### src/verilog/dfm_defines.vh
`ifndef DFM_DEFINES_VH
`define DFM_DEFINES_VH
// ----------------------------------------------------------------
// zero-based coil addresses, one-based register numbers and field layouts
// ----------------------------------------------------------------
`define DFM_WORD_W 16
`define DFM_BCAST_ADDR 8'h00
`define DFM_UNIT_MAX 8'hF7
// coil areas, base of each 16-coil word (coil n sits at n-1)
`define DFM_COIL_CMD_BASE 16'h0000
`define DFM_COIL_REF_BASE 16'h0010
`define DFM_COIL_STATE_BASE 16'h0020
`define DFM_COIL_FBK_BASE 16'h0030
`define DFM_COIL_NVSEL 16'h0040
// holding register numbers without the holding_register_prefix prefix
`define DFM_HR_ERR_NUM 16'h0007
`define DFM_HR_INDEX_NUM 16'h0009
`define DFM_HR_PARAM_LO_NUM 16'h0064
`define DFM_HR_PARAM_HI_NUM 16'hC34F
`define DFM_HR_CMD_NUM 16'hC350
`define DFM_HR_REF_NUM 16'hC35A
`define DFM_HR_STATE_NUM 16'hC418
`define DFM_HR_MAV_NUM 16'hC422
// registers per parameter group slot
`define DFM_PARAM_STRIDE 16'h000A
// reset values
`define DFM_CMD_RST 16'h0000
`define DFM_REF_RST 16'h0000
`define DFM_INDEX_RST 16'h0000
`define DFM_ERR_RST 16'h0000
// command word field positions
`define DFM_CMD_PRESET_LSB 0
`define DFM_CMD_DC_BRAKE 2
`define DFM_CMD_COAST 3
`define DFM_CMD_QSTOP 4
`define DFM_CMD_FREEZE 5
`define DFM_CMD_START 6
`define DFM_CMD_RESET 7
`define DFM_CMD_JOG 8
`define DFM_CMD_RAMP2 9
`define DFM_CMD_VALID 10
`define DFM_CMD_RELAY1 11
`define DFM_CMD_RELAY2 12
`define DFM_CMD_SETUP_LSB 13
`define DFM_CMD_REVERSE 15
`endif

### src/verilog/dfm_data_map.v
`timescale 1ns/10ps
`include "dfm_defines.vh"

// Function
// - a coil is one bit and a holding register is one 16-bit word.
// - coil addresses are zero-based, coil n travels as n minus one.
// - holding register n travels without the 4 prefix as n minus one.
// - coils 1-16 hold the command word and 17-32 the speed reference, written by the master.
// - coils 33-48 show the state word and 49-64 the feedback value, read by the master.
// - coil 65 chooses RAM only (0) or RAM plus EEPROM (1) for parameter writes.
// - command coils 3-13 and 16 drive brake, coast, stop, freeze, start, reset, jog, ramp, valid, relays, reverse.
// - state coils 33, 34, 35 show control ready, drive ready and safety closed.
// - state coils 46, 47, 48 show voltage warning, current limit and thermal warning.
// - state coils 36, 40-44 show alarm, warning, at reference, auto, in range, running; 37-39, 45 read 0.
// - register 7 returns the last parameter-interface error code; 1 to 6 are reserved.
// - register 9 holds the array index used for indexed parameters.
// - registers 100 to 49999 map parameters, ten registers per parameter.
// - registers 50000 and 50010 take the command word and bus reference.
// - registers 50200 and 50210 return the state word and main actual value.
// - unit addresses 1-247 are answered, address 0 is a broadcast with no answer.
module dfm_data_map (
  input wire core_clk,
  input wire reset,
  input wire clk_en,
  input wire [7:0] own_unit_addr,
  input wire req_valid,
  output wire req_ready,
  input wire [7:0] req_unit,
  input wire req_is_coil,
  input wire req_write,
  input wire [15:0] req_addr,
  input wire [15:0] req_wdata,
  output reg resp_valid,
  output reg resp_error,
  output reg [15:0] resp_data,
  output reg param_req,
  output reg param_write,
  output reg [12:0] param_number,
  output reg [3:0] param_word,
  output reg [15:0] param_wdata,
  output reg param_store_nv,
  output reg [15:0] param_array_index,
  input wire param_ack,
  input wire [15:0] param_rdata,
  input wire param_err,
  input wire [15:0] param_err_code,
  input wire stat_control_ready,
  input wire stat_drive_ready,
  input wire stat_safety_closed,
  input wire stat_alarm,
  input wire stat_warning,
  input wire stat_at_reference,
  input wire stat_auto_mode,
  input wire stat_in_freq_range,
  input wire stat_running,
  input wire stat_voltage_warning,
  input wire stat_current_limit,
  input wire stat_thermal_warning,
  input wire [15:0] main_actual_value,
  output wire [1:0] preset_ref_sel,
  output wire dc_brake_off,
  output wire coast_off,
  output wire quick_stop_off,
  output wire freeze_off,
  output wire start_run,
  output wire fault_reset,
  output wire jog,
  output wire ramp_two,
  output wire data_valid,
  output wire relay1_on,
  output wire relay2_on,
  output wire [1:0] setup_sel,
  output wire reverse,
  output wire [15:0] speed_reference,
  output wire store_nonvolatile
);

  // ----------------------------------------------------------------
  // states and storage
  // ----------------------------------------------------------------
  localparam ST_IDLE = 1'b0;
  localparam ST_WAIT = 1'b1;

  reg state_q;
  reg resp_due_q;
  reg [15:0] drive_command_word_q;
  reg [15:0] bus_speed_reference_q;
  reg nv_select_q;
  reg [15:0] parameter_array_index_q;
  reg [15:0] last_error_code_q;

  wire [15:0] drive_state_word;
  wire [15:0] hr_num;
  wire addressed;
  wire broadcast;
  wire take;
  wire [15:0] param_num_full;
  wire [15:0] param_word_full;

  // register number with the one-offset restored
  function [15:0] to_number;
    input [15:0] addr;
    begin
      to_number = addr + 16'h0001;
    end
  endfunction

  // true when the holding register number falls in the parameter area
  function in_param_area;
    input [15:0] num;
    begin
      in_param_area = (num >= `DFM_HR_PARAM_LO_NUM) && (num <= `DFM_HR_PARAM_HI_NUM);
    end
  endfunction

  // one coil out of a 16-bit word, low coil at bit 0
  function coil_bit;
    input [15:0] word;
    input [3:0] pos;
    begin
      coil_bit = word[pos];
    end
  endfunction

  // ----------------------------------------------------------------
  // state word assembly and decoding
  // ----------------------------------------------------------------
  // unused positions tie to zero so the master never sees stale bits
  assign drive_state_word = {stat_thermal_warning, stat_current_limit,
    stat_voltage_warning, 1'b0, stat_running, stat_in_freq_range,
    stat_auto_mode, stat_at_reference, stat_warning, 3'b000, stat_alarm,
    stat_safety_closed, stat_drive_ready, stat_control_ready};

  assign hr_num = to_number(req_addr);
  assign broadcast = (req_unit == `DFM_BCAST_ADDR);
  assign addressed = (req_unit == own_unit_addr) && (req_unit != `DFM_BCAST_ADDR)
    && (req_unit <= `DFM_UNIT_MAX);
  assign req_ready = (state_q == ST_IDLE);
  assign take = clk_en && req_valid && req_ready;

  // quotient and remainder by ten; the quotient tops out at 4999, inside 13 bits
  assign param_num_full = hr_num / `DFM_PARAM_STRIDE;
  assign param_word_full = hr_num % `DFM_PARAM_STRIDE;

  // command word fields straight from the stored coils
  assign preset_ref_sel = drive_command_word_q[`DFM_CMD_PRESET_LSB+1:`DFM_CMD_PRESET_LSB];
  assign dc_brake_off = drive_command_word_q[`DFM_CMD_DC_BRAKE];
  assign coast_off = drive_command_word_q[`DFM_CMD_COAST];
  assign quick_stop_off = drive_command_word_q[`DFM_CMD_QSTOP];
  assign freeze_off = drive_command_word_q[`DFM_CMD_FREEZE];
  assign start_run = drive_command_word_q[`DFM_CMD_START];
  assign fault_reset = drive_command_word_q[`DFM_CMD_RESET];
  assign jog = drive_command_word_q[`DFM_CMD_JOG];
  assign ramp_two = drive_command_word_q[`DFM_CMD_RAMP2];
  assign data_valid = drive_command_word_q[`DFM_CMD_VALID];
  assign relay1_on = drive_command_word_q[`DFM_CMD_RELAY1];
  assign relay2_on = drive_command_word_q[`DFM_CMD_RELAY2];
  assign setup_sel = drive_command_word_q[`DFM_CMD_SETUP_LSB+1:`DFM_CMD_SETUP_LSB];
  assign reverse = drive_command_word_q[`DFM_CMD_REVERSE];
  assign speed_reference = bus_speed_reference_q;
  assign store_nonvolatile = nv_select_q;

  // ----------------------------------------------------------------
  // request handling
  // ----------------------------------------------------------------
  // broadcasts apply writes but never answer; reads to broadcast are dropped
  always @(posedge core_clk)
  begin
    if (reset)
    begin
      state_q <= ST_IDLE;
      resp_due_q <= 1'b0;
      resp_valid <= 1'b0;
      resp_error <= 1'b0;
      resp_data <= 16'h0000;
      param_req <= 1'b0;
      param_write <= 1'b0;
      param_number <= 13'h0000;
      param_word <= 4'h0;
      param_wdata <= 16'h0000;
      param_store_nv <= 1'b0;
      param_array_index <= `DFM_INDEX_RST;
      drive_command_word_q <= `DFM_CMD_RST;
      bus_speed_reference_q <= `DFM_REF_RST;
      nv_select_q <= 1'b0;
      parameter_array_index_q <= `DFM_INDEX_RST;
      last_error_code_q <= `DFM_ERR_RST;
    end
    else if (clk_en)
    begin
      resp_valid <= 1'b0;
      param_req <= 1'b0;
      // error capture from the parameter side is independent of requests
      if (param_err)
        last_error_code_q <= param_err_code;
      case (state_q)
        ST_IDLE:
        begin
          if (take && (addressed || (broadcast && req_write)))
          begin
            resp_due_q <= addressed;
            resp_valid <= addressed;
            resp_error <= 1'b0;
            resp_data <= 16'h0000;
            if (req_is_coil)
            begin
              // coil n arrives as n-1, so areas begin on multiples of 16
              if (req_addr < `DFM_COIL_STATE_BASE)
              begin
                if (req_write)
                begin
                  if (req_addr < `DFM_COIL_REF_BASE)
                    drive_command_word_q[req_addr[3:0]] <= req_wdata[0];
                  else
                    bus_speed_reference_q[req_addr[3:0]] <= req_wdata[0];
                end
                else if (req_addr < `DFM_COIL_REF_BASE)
                  resp_data <= {15'h0000, coil_bit(drive_command_word_q, req_addr[3:0])};
                else
                  resp_data <= {15'h0000, coil_bit(bus_speed_reference_q, req_addr[3:0])};
              end
              else if (req_addr < `DFM_COIL_NVSEL)
              begin
                // status and feedback coils are read-only to the master
                if (req_write)
                  resp_error <= 1'b1;
                else if (req_addr < `DFM_COIL_FBK_BASE)
                  resp_data <= {15'h0000, coil_bit(drive_state_word, req_addr[3:0])};
                else
                  resp_data <= {15'h0000, coil_bit(main_actual_value, req_addr[3:0])};
              end
              else if (req_addr == `DFM_COIL_NVSEL)
              begin
                if (req_write)
                  nv_select_q <= req_wdata[0];
                else
                  resp_data <= {15'h0000, nv_select_q};
              end
              else
                resp_error <= 1'b1;
            end
            else if (in_param_area(hr_num))
            begin
              // parameter p owns registers 10p to 10p+9
              resp_valid <= 1'b0;
              state_q <= ST_WAIT;
              param_req <= 1'b1;
              param_write <= req_write;
              param_number <= param_num_full[12:0];
              param_word <= param_word_full[3:0];
              param_wdata <= req_wdata;
              param_store_nv <= nv_select_q;
              param_array_index <= parameter_array_index_q;
            end
            else
            begin
              case (hr_num)
                `DFM_HR_ERR_NUM:
                  if (req_write) resp_error <= 1'b1;
                  else resp_data <= last_error_code_q;
                `DFM_HR_INDEX_NUM:
                  if (req_write) parameter_array_index_q <= req_wdata;
                  else resp_data <= parameter_array_index_q;
                `DFM_HR_CMD_NUM:
                  if (req_write) drive_command_word_q <= req_wdata;
                  else resp_data <= drive_command_word_q;
                `DFM_HR_REF_NUM:
                  if (req_write) bus_speed_reference_q <= req_wdata;
                  else resp_data <= bus_speed_reference_q;
                `DFM_HR_STATE_NUM:
                  if (req_write) resp_error <= 1'b1;
                  else resp_data <= drive_state_word;
                `DFM_HR_MAV_NUM:
                  if (req_write) resp_error <= 1'b1;
                  else resp_data <= main_actual_value;
                // reserved registers 1-6 and 8 fall here too
                default:
                  resp_error <= 1'b1;
              endcase
            end
          end
        end
        ST_WAIT:
        begin
          // one parameter transfer at a time; new requests wait on req_ready
          if (param_ack)
          begin
            state_q <= ST_IDLE;
            resp_valid <= resp_due_q;
            resp_error <= param_err;
            resp_data <= param_write ? 16'h0000 : param_rdata;
          end
        end
        default:
          state_q <= ST_IDLE;
      endcase
    end
  end

endmodule // dfm_data_map

### config.mk
export PLATFORM = sky130hd
export DESIGN_NAME = dfm_data_map
export DESIGN_NICKNAME = d
export VERILOG_FILES = /design/src/verilog/dfm_data_map.v
export VERILOG_INCLUDE_DIRS = /design/src /design/src/verilog
export SDC_FILE = /design/constraint.sdc
export NUM_CORES = 1
export LEC_CHECK = 0
export BUFFER_PORTS_ARGS = -buffer_cell sky130_fd_sc_hd__buf_2
export CAP_MARGIN = 20
export CORE_MARGIN = 2
export CORE_UTILIZATION = 45
export DETAILED_ROUTE_END_ITERATION = 12
export HOLD_SLACK_MARGIN = 0.12
export PLACE_DENSITY = 0.68
export SETUP_SLACK_MARGIN = 0.4
export SYNTH_ARGS = -nofsm -noshare
export SYNTH_HDL_FRONTEND = slang
export SYNTH_SLANG_ARGS = --single-unit
### constraint.sdc
create_clock -name core_clk -period 6.9 [get_ports core_clk]
set_input_delay 0.69 -clock core_clk [delete_from_list [all_inputs] [get_ports core_clk]]
set_output_delay 0.69 -clock core_clk [all_outputs]
set_load 0.01 [all_outputs]
== Yosys cells after proc, flatten, opt, wreduce, memory -nomap -nowiden ==
Cells that the tools add are included.
Widths: inputs -> output; s select.
Operators by class
  muxes and demuxes: 67
  order comparisons: 9
  bitwise gates (word level): 5
  equality and inequality tests: 14
  $add $sub $neg: 1
  div/mod/pow operators: 2
  reduce and logical (&&, ||, !) cells: 23
Operator list (number)
  $mux 16: 26
  $pmux 16 s6: 1
  $eq 16x16->1 const B: 4
  $bwmux 16: 2
  $lt 16x6->1 const B: 2
  $pmux 16 s2: 1
  $mux 1: 28
  $reduce_and 8->1: 3
  $add 16x1->16 const B: 1
  $bmux 1 s4: 4
  $div 16x4->16 const B: 1
  $eq 16x3->1 const B: 1
  $eq 16x4->1 const B: 1
  $eq 16x7->1 const B: 1
  $ge 16x7->1 const B: 1
  $le 16x16->1 const B: 1
  $lt 16x5->1 const B: 1
  $lt 16x7->1 const B: 1
  $mod 16x4->16 const B: 1
  $eq 8x8->1: 1
  $le 8x8->1 const B: 1
  $logic_and 1x1->1: 8
  $logic_not 8->1: 1
  $pmux 1 s2: 4
  14 further kinds: 25
Storage, ports and cells
  flip-flop bits (word level): 137
  output and inout bits: 104
  logic and storage cells: 138

== Logic depth before layout (Yosys ltp) ==
Gate-level depths: netlist of run 1.
  depth in word-level cells: 9
  gate-level depth with buffers: 26
  depth with buffers taken out: 20

== Worst setup path after synthesis of run 1 ==
Ideal clock, no wire load.
  path kind: input to register
  from: input port req_addr[0]
  to: register param_word[3]
  slack: 1.152 ns
  cell stages on the path: 24
  data arrival time: 5.629 ns
  required time: 6.780 ns
  buffers on the path: 4
  library setup time: 0.120 ns
  cell sequence: ha_1 > buf_2 > nand3_2 > nor4_4 > xnor2_1 > nor3_4 > a211oi_1 > nor2_2 > buf_6 > nand3_1 > a31oi_2 > or2_1 > buf_6 > a311o_1 > o21a_4 > buf_6 > maj3_2 > o211ai_2 > o311a_1 > nor2_2 > a311oi_1 > o21ai_0 > o211a_1 > o31a_1
Between the ends
  longest elaborated chain between the ends: 4
  elaborated cells on any way between the ends: 6
  those cells by class: add/sub (1); div (1); order compare (2); reduce/logical (2)
Ends and longest elaborated chain
  from (decl): RTL line dfm_data_map.v:31  | input wire [15:0] req_addr,
  $add 16x1->16 (*): RTL line dfm_data_map.v:104  | to_number = addr + 16'h0001;
  branches (longest 3 deep; another with $mod 16x4->16)
  to (signal assigned): RTL line dfm_data_map.v:250  | param_word <= param_word_full[3:0];
  to (decl): RTL line dfm_data_map.v:39  | output reg [3:0] param_word,
Mark *: on every way between the ends.
A chain may end at the register's enable or synchronous reset.

== Final worst setup path of run 1 ==
  from: input port req_addr[3]
  to: register param_word[2]
Same word-level chain as after synthesis.

==> results of run 1 <==
cells by family after synthesis:
group / Yosys count / share of synthesized area
DFF: 137 / 0.290
buffers and inverters: 120 / 0.0538
muxes: 40 / 0.0651
adders and majority gates: 8 / 0.0100
xor gates and xnor gates: 35 / 0.0332
and+or+nand+nor: 539 / 0.264
AOI/OAI and AO/OA: 386 / 0.284
through the flow:
step | instance area [µm²] | worst slack, ps | total power, mW | hold slack, ps | util
floorplan | 9460 | 1150 | 1.21 | 436 | -
global placement | 10700 | 295 | 1.34 | 438 | 0.516
detailed placement | 10700 | 268 | 1.34 | 444 | 0.516
CTS | 11300 | 680 | 2.27 | 453 | 0.544
global route | 11400 | 395 | 2.37 | 467 | 0.548
finish | 11400 | 769 | 2.28 | 451 | 0.549
where the power goes:
part           internal, mW  switching (mW)
sequential            0.796         0.00250
combinational         0.196           0.355
clock                 0.522           0.406
total                  1.51           0.764
cell usage after synthesis, types with 22 or more instances:
cell and n:
a22oi_1 49, a31oi_1 22, a21oi_1 129, dfxtp_1 137, nor2_1 110, clkbuf_1 68
nand2_1 247, nor4_1 22, nand3_1 64, a211oi_1 31, o21ai_0 38, inv_1 22
registers in the layout, indices dropped and copies added, names as in the netlist, 4 cells and up:
register,count
drive_command_word_q,16
last_error_code_q,16
param_array_index,16
param_number,13
param_wdata,16
param_word,4
parameter_array_index_q,16
resp_data,16
speed_reference,16
repair_timing:
item | CTS | global route
gates resized for setup | 0 | 12
buffers inserted | 0 | 0
setup endpoints to repair | 0 | 5
per-layer routing:
metal / GRT usage / part of all wire / vias to the layer above
met5: 0 / 0 / -
met4: 0.141 / 0.044 / 0
met3: 0.0648 / 0.088 / 89
met2: 0.465 / 0.46 / 573
met1: 0.389 / 0.41 / 5022
li1: - / - / 5021
worst reg2reg max path, cell delays in order (launching register included):
cell     delay, ps
dfxtp_1        400
inv_1          120
nand3_1         90
a21oi_1        340
nand2_2        690
nor2_1         390
or4b_1         460
nand3_1         80
worst paths after layout:
kind	start	endpoint	slack [ps]
max	req_addr[3]	param_word[2]	770
min	param_array_index[2]	param_array_index[2]	450
max reg2reg	state_q	param_word[2]	4270
min reg2reg	param_array_index[2]	param_array_index[2]	450
final cells by class:
class                           instances  area [µm²]  share of cell area
Multi-Input combinational cell       1008        6310               0.553
Sequential cell                       137        2740               0.240
Timing Repair Buffer                  251        1350               0.118
Clock buffer                           18         439              0.0384
Tap cell                              275         344              0.0301
Clock inverter                         14         151              0.0132
Inverter                               22        82.6             0.00723
Antenna cell                            3        7.51            0.000657
==> reports/metrics.yaml, run 1 <==
grt_usage: 0.297
leakage_nw: 4.25
synth_top_area_cell: "dfxtp_1"
ys_types: 96
drc: 0
viasPerCell: 6.20
drtIter0Drc: 1022
critical_path.top_delay_family: "compound AO/OA/AOI/OAI gates"
worstPathMaxFanout: 18
grt_max_degree: 101
synthCells: 1265
first_pass_iters: 6
yosys-top-cells-area: "dfxtp_1 29%, nand2_1 9.8%, a21oi_1 6.8%, nor2_1 4.4%, mux4_2 4.0%"
finalHoldViolCount: 0
final_common_cell: "nand2_1"
slowest_delay_ps: 510
post-synth-top-area-fraction: 0.290
dp.cells: 1691
slew_viol_final: 0
vdd.ir_drop.worst_uv: 185
post_layout_nonfiller_instances: 1728
cts-root-buf: "clkbuf_16"
ys.flop_type: "dfxtp_1"
fmax_mhz: 163
hold_class: "flop to flop"
antenna_found_initial: 0
p_per_area_nw_per_um2: 199
crit_chain: "buf_2, and4_1, a311oi_1, a31oi_1, a21boi_0, o32ai_1, or3_1, nor2_1, a31o_1, nor3_1, a311o_1, o21a_4, xnor2_1, nand2_1, o311a_1, nor2_2, a311oi_1, o21a_1, or4b_1, nand3_1"
min_path_cells: 2
slowest_stage: "or4b_1"
grt_pass1_vias: 9431
die_height_um: 149
place.gp.congestion: 0.971
min_period_ps: 6130
rsz0062_at_grt: "false"
rows: 53
hpwlAfterDp_mm: 25.0
reg2regPathDepth: 7
design.core.area_um2: 20800
io_buffers: 219
htree_levels: 4
maxSlewHeadroom: 0.264
dieArea_um2: 22200
syn_to_final_growth_pct: 20.8
critPathMostFrequentCell: "a311oi_1"
cts_tree: "yes"
end_kind: "flop"
worst_pin_slew_ps: 1100
synth_area_per_cell_um2: 7.48
vias: 10700
clk_latency_ps: 440
nets: 1558
seq_area_frac_synth: 0.290
grt_pass1_wl_mm: 51.8
finalCritPeriodShare: 0.888
async_reset_ff_frac: 0
drive_above_1_share: 0.254
totalWireLength_mm: 34.3
arrival_ps: 6500
setup.worst_path.class: "input pin to flop"
ctsLongestPathBuffers: 2
fin_worst_skew_ps: 12.3
gr-total-overflow: 0
initial_utilization: 0.454
final_cell_mix: "246 x nand2_1, 218 x buf_2, 137 x dfxtp_1"
hold_buffers: 0
outcome: "complete, no violations"
synthesis.area_um2: 9460
tns_ps: 0
ant_nets: 0
setup_viol: 0
wl_per_cell_um: 19.8
pin_count: 220
clk_pin_slew_ps: 60
clkSinkCount: 137
numCtsBuffers: 17
fill_cells: 2026
crit_cells: 20
worstSetupStartpointType: "input pin"
cap_violations: 0
syn-num-nets: 1386
synth_edf_count: 0
worst_ep_required_time_ps: 7270
ys_seq_elements: 137
die_w_um: 149
ys_warn_count: 0
crit_buf_inv: 1
(Power assumes the default switching activity.)
==> run 2, diff against run 1 <==
ABC_AREA = 1   (was default)
PLACE_DENSITY = 0.69   (was 0.68)
==> run 2 against run 1 <==
  * Clock skew is 3.7 ps lower
  * Worst hold slack better by 23 ps
  * Largest power group unchanged
  * Sequential power hardly changed
  * Via count is 11% lower
  * Non-clock buffer count is 20 lower
  * Critical path type unchanged
==> reports/metrics.yaml, run 2 <==
async_reset_ff_frac: 0  # unchanged
syn_to_final_growth_pct: 23.5
synth_common_cells: "183 x nor2_1, 181 x nand2_1, 143 x inv_1"
worstPathMaxFanout: 6  # -12
slowest_stage: "or2_1"
worst_pin_slew_ps: 1030  # -76.3 ps
cts.repair.resized: 0  # unchanged
synth_area_per_cell_um2: 6.69  # -11%
setup_slack_ps: 1100  # +329 ps
reg2reg_to: "param_number[3]"
syn-num-nets: 1372  # -1.0%
slowest_delay_ps: 240  # -270 ps
maxSlewHeadroom: 0.312  # +0.0484
synthesis.area_um2: 8360  # -12%
finalCritPeriodShare: 0.841  # -0.0477
synth_most_common_cell: "nor2_1"
final_cell_area_um2: 10300  # -9.6%
r2r-start: "state_q"
grt_max_degree: 89  # -12%
pre_cts_ws_ps: 524  # +255 ps
rows: 49  # -7.5%
pin_count: 220  # unchanged
viasPerCell: 5.68  # -8.3%
first_pass_iters: 6  # unchanged
ant_nets: 0  # unchanged
die_height_um: 140  # -5.8%
cts_tree: "yes"
slew_viol_final: 0  # unchanged
clk_pin_slew_ps: 70  # about the same
arrival_ps: 6140  # -360 ps
min_period_ps: 5800  # -329 ps
place.gp.congestion: 1.03  # +6.3%
r2r_slack_ps: 4570  # +300 ps
post-synth-top-area-fraction: 0.328  # +0.0381
hold_buffers: 0  # unchanged
drc: 0  # unchanged
worstHoldEndpoint: "resp_due_q"
tns_ps: 0  # unchanged
p_per_area_nw_per_um2: 272  # +37%
antenna_found_initial: 0  # unchanged
worstSetupStartpointType: "input pin"
final_cell_mix: "217 x buf_2, 181 x nand2_1, 181 x nor2_1"
design.core.area_um2: 18100  # -13%
ys_warn_count: 0  # unchanged
cap_violations: 0  # unchanged
final_common_cell: "buf_2"
setup_viol: 0  # unchanged
ys_types: 45  # -53%
initial_utilization: 0.462  # +0.00795
leakage_nw: 4.70  # +11%
hpwlAfterDp_mm: 23.1  # -7.6%
io_buffers: 219  # unchanged
rsz0062_at_grt: "false"
vdd.ir_drop.worst_uv: 364  # +97%
synth_edf_count: 0  # unchanged
cts_setup_buffers: 0  # unchanged
reg2regPathDepth: 6  # -1
min_path_cells: 2  # unchanged
synthCells: 1251  # -1.1%
dieArea_um2: 19700  # -11%
clk_latency_ps: 430  # about the same
synth_top_area_cell: "dfxtp_1"
seq_area_frac_synth: 0.328  # +0.0381
totalWireLength_mm: 30.6  # -11%
finalHoldViolCount: 0  # unchanged
grt_pass1_vias: 8524  # -9.6%
hold_class: "flop to flop"
worst_ep_required_time_ps: 7230  # -40 ps
hp-start: "resp_due_q"
whs_ps: 473  # +22.9 ps
yosys-top-cells-area: "dfxtp_1 33%, nor2_1 8.2%, nand2_1 8.1%, inv_1 6.4%, a211oi_1 6.2%"
cts-root-buf: "clkbuf_16"
drive_above_1_share: 0.238  # -0.0160
wl_per_cell_um: 18.2  # -8.4%
setup.worst_path.class: "input pin to flop"
vias: 9566  # -11%
fmax_mhz: 172  # +5.7%
die_w_um: 140  # -5.8%
fin_worst_skew_ps: 8.57  # -3.75 ps
outcome: "complete, no violations"
grt_usage: 0.298  # +0.000752
htree_levels: 4  # unchanged
gr-total-overflow: 0  # unchanged
ys_seq_elements: 137  # unchanged
critPathMostFrequentCell: "nand2_2"
drtIter0Drc: 995  # -2.6%
ctsLongestPathBuffers: 2  # unchanged
end_kind: "flop"
numCtsBuffers: 17  # unchanged
nets: 1563  # +0.32%
grt_pass1_wl_mm: 46.3  # -11%
placed_area_um2: 9640  # -10%
clkSinkCount: 137  # unchanged
antenna_cells: 0  # -3
ys.flop_type: "dfxtp_1"
[run 2: cell types whose count changed after synthesis, moves of 18 or more]
cell	previous run	this run
nand2_1	247	181
xnor2_1	21	3
mux2i_1	21	0
a21oi_1	129	101
a31oi_1	22	1
a211oi_1	31	69
nor2_1	110	183
nand2_2	1	33
a22oi_1	49	1
inv_1	22	143
a311oi_1	11	34
o21ai_0	38	68
[run 2: cell type report]
type | instances | area [µm²]
clock buffers | 17 | 425
clock inverters | 15 | 231
fillers | 1815 | 7760
inverters | 163 | 612
multi-input cells | 892 | 4830
flip-flops and latches | 137 | 2740
well taps | 229 | 287
repair buffers | 231 | 1190
[run 2: where the power goes]
group          leakage (nW)  switching, mW  internal, mW
Sequential             1.11        0.00273         0.797
Clock                 0.315          0.416         0.622
Combinational          3.28          0.662         0.314
[run 2: worst max-delay path by stage]
stage	startpoint	to	slack, ps	depth (start not counted)
2_1_floorplan	req_addr[0]	param_word[1]	1540	55
3_3_place_gp	req_addr[0]	param_word[1]	770	59
3_5_place_dp	req_addr[0]	param_word[1]	520	56
4_1_cts	req_addr[0]	param_word[1]	940	59
5_1_grt	req_addr[0]	param_word[3]	400	57
6_report	req_addr[1]	param_word[3]	1100	58
[run 2: logic make-up after synthesis]
family,synth area share
adder cells (fa/ha/maj),0.00748
flip-flops,0.328
buffers and inverters,0.0999
AND/OR/NAND/NOR,0.298
AO/OA/AOI/OAI,0.247
XOR/XNOR,0.0198
[run 2: layer usage]
metal	routed length, µm	GRT usage	share of wire
met1	13400	0.431	0.44
met2	13200	0.448	0.43
met3	3160	0.0561	0.10
met4	850	0.0914	0.028
met5	0	0	0
[run 2: worst max-delay path: cells and delay by family]
| family | cells | cell delay (ps) |
|---|---|---|
| fa+ha+maj | 1 | 230 |
| buf+inv | 5 | 410 |
| simple gates | 52 | 4750 |
[run 2: stage by stage]
step	std cells	utilization	power [mW]
5_1_grt	1684	0.571	2.96
4_1_cts	1683	0.569	2.80
3_5_place_dp	1651	0.533	1.77
2_1_floorplan	1251	-	1.59
6_report	1684	0.571	2.81
3_3_place_gp	1651	0.533	1.75
==> run 3, diff against run 2 <==
PLACE_DENSITY = 0.72   (was 0.69)
clock period = 5.1 ns   (was 6.9 ns; I/O delays follow)
==> run 3 against run 2 <==
  * Design area rose by 10%
  * Via count rose by 5.7%
  * Largest power group is now combinational logic
  * Clock skew rose by 7.5 ps
  * Register-to-register slack got worse by 1700 ps
  * Cell count rose by 4.8%
  * Clock-buffer cell count did not move
  * Critical path depth did not move
  * Total power rose by 58%
  * The run now ends with negative setup slack left
  * Clock power rose by 26%
  * Core utilization rose by 5.9 points
  * Worst hold slack got worse by 130 ps
  * First-iteration DRC count fell by 1.3%
==> reports/metrics.yaml, run 3 (synthesis results as in run 2) <==
power.total_mw: 4.44  # +58%
place.gp.congestion: 1.05  # +1.6%
antenna_found_initial: 0  # unchanged
numCtsBuffers: 17  # unchanged
cts_tree: "yes"
fmax_mhz: 182
final_cell_area_um2: 11400  # +10%
slowest_stage: "nand2_4"
placed_area_um2: 10200  # +5.4%
wl_per_cell_um: 18.4  # +1.3%
violations: "negative setup slack"
grt_pass1_wl_mm: 48.8  # +5.4%
initial_utilization: 0.462  # unchanged
post-route-util: 0.630  # +0.0588
hold_class: "input pin to flop"
htree_levels: 4  # unchanged
gr-total-overflow: 0  # unchanged
totalWireLength_mm: 32.4  # +6.1%
rsz0062_at_grt: "true"
worst_ep_required_time_ps: 5430  # -1800 ps
crit_buf_inv: 7  # +2
setup_slack_ps: -403  # -1500 ps
clkSinkCount: 137  # unchanged
fill_cells: 1681  # -7.4%
vias: 10100  # +5.7%
antenna_cells: 0  # unchanged
worst_pin_slew_ps: 1000  # -24.6 ps
drc: 0  # unchanged
min_period_ps: 5500
leakage_nw: 5.20  # +10%
rows: 49  # unchanged
hold_buffers: 0  # unchanged
worstSetupStartpointType: "input pin"
grt_max_degree: 78  # -12%
ctsLongestPathBuffers: 2  # unchanged
critical_path.top_delay_family: "simple AND/OR/NAND/NOR gates"
nets: 1643  # +5.1%
pre_cts_ws_ps: -775  # -1300 ps
slew_viol_final: 0  # unchanged
drive_above_1_share: 0.327  # +0.0885
finalHoldViolCount: 0  # unchanged
ant_nets: 0  # unchanged
critPathMostFrequentCell: "nand2_4"
design.core.area_um2: 18100  # unchanged
first_pass_iters: 6  # unchanged
p_per_area_nw_per_um2: 389  # +43%
arrival_ps: 5840  # -300 ps
drtIter0Drc: 982  # -1.3%
setup.worst_path.class: "input pin to flop"
fin_worst_skew_ps: 16.1  # +7.49 ps
viasPerCell: 5.73  # +0.86%
dp.cells: 1710  # +3.6%
setup_viol: 4  # +4
finalCritPeriodShare: 1.08
pin_count: 220  # unchanged
die_w_um: 140  # unchanged
post_layout_nonfiller_instances: 1764  # +4.8%
final_common_cell: "buf_2"
grt_pass1_vias: 9204  # +8.0%
outcome: "finished with violations"
slowest_delay_ps: 160  # -80 ps
dieArea_um2: 19700  # unchanged
multi_input_area_um2: 5310  # +9.9%
grt_usage: 0.314  # +0.0163
clk_pin_slew_ps: 80  # about the same
maxSlewHeadroom: 0.329  # +0.0165
whs_ps: 339  # -135 ps
syn_to_final_growth_pct: 36.2
tns_ps: -1520  # -1520 ps
io_buffers: 219  # unchanged
worstPathMaxFanout: 5  # -1
end_kind: "flop"
regArea_um2: 2740  # unchanged
cts-root-buf: "clkbuf_16"
final_cell_mix: "213 x buf_2, 177 x nor2_1, 145 x nand2_1"
clk_latency_ps: 440  # about the same
die_height_um: 140  # unchanged
hpwlAfterDp_mm: 23.5  # +1.3%
cap_violations: 0  # unchanged
vdd.ir_drop.worst_uv: 532  # +46%
run 3: worst register-to-register path, stage by stage (launching register included):
cell      delay (ps)
dfxtp_1          400
nor2_1           170
nand3_1          210
nor2_1           230
nand3_1          200
a211oi_4         210
buf_4            360
a21oi_1          130
a311oi_1         220
run 3: final timing paths:
check                                  to                from  slack, ps  depth (start not counted)
hold reg to reg                 param_req           param_req        470                          2
setup reg to reg  drive_command_word_q[6]             state_q       2870                          8
setup / recovery            param_word[3]         req_addr[0]       -400                         58
hold / removal      last_error_code_q[12]  param_err_code[12]        340                          3
run 3: area by class of cell:
type | count | area share
clock buffers | 17 | 0.0374
clock inverters | 15 | 0.0159
inverters | 163 | 0.0539
multi-input cells | 892 | 0.466
flip-flops and latches | 137 | 0.241
well taps | 229 | 0.0252
repair buffers | 311 | 0.161
run 3: power breakdown:
part | internal (mW) | switching [mW]
registers | 1.08 | 0.00377
clock network | 0.741 | 0.565
logic | 0.783 | 1.26
run 3: layer usage:
metal  track usage  share of wire  up-vias
met5             0              0        -
met4        0.0962          0.028        0
met3        0.0803           0.11       73
met2         0.487           0.45      563
met1         0.430           0.42     4649
li1              -              -     4822
run 3: repair_timing:
action	CTS	global route
pin swaps	26	23
gates resized for setup	41	76
setup buffers	14	8
setup endpoints to repair	6	7
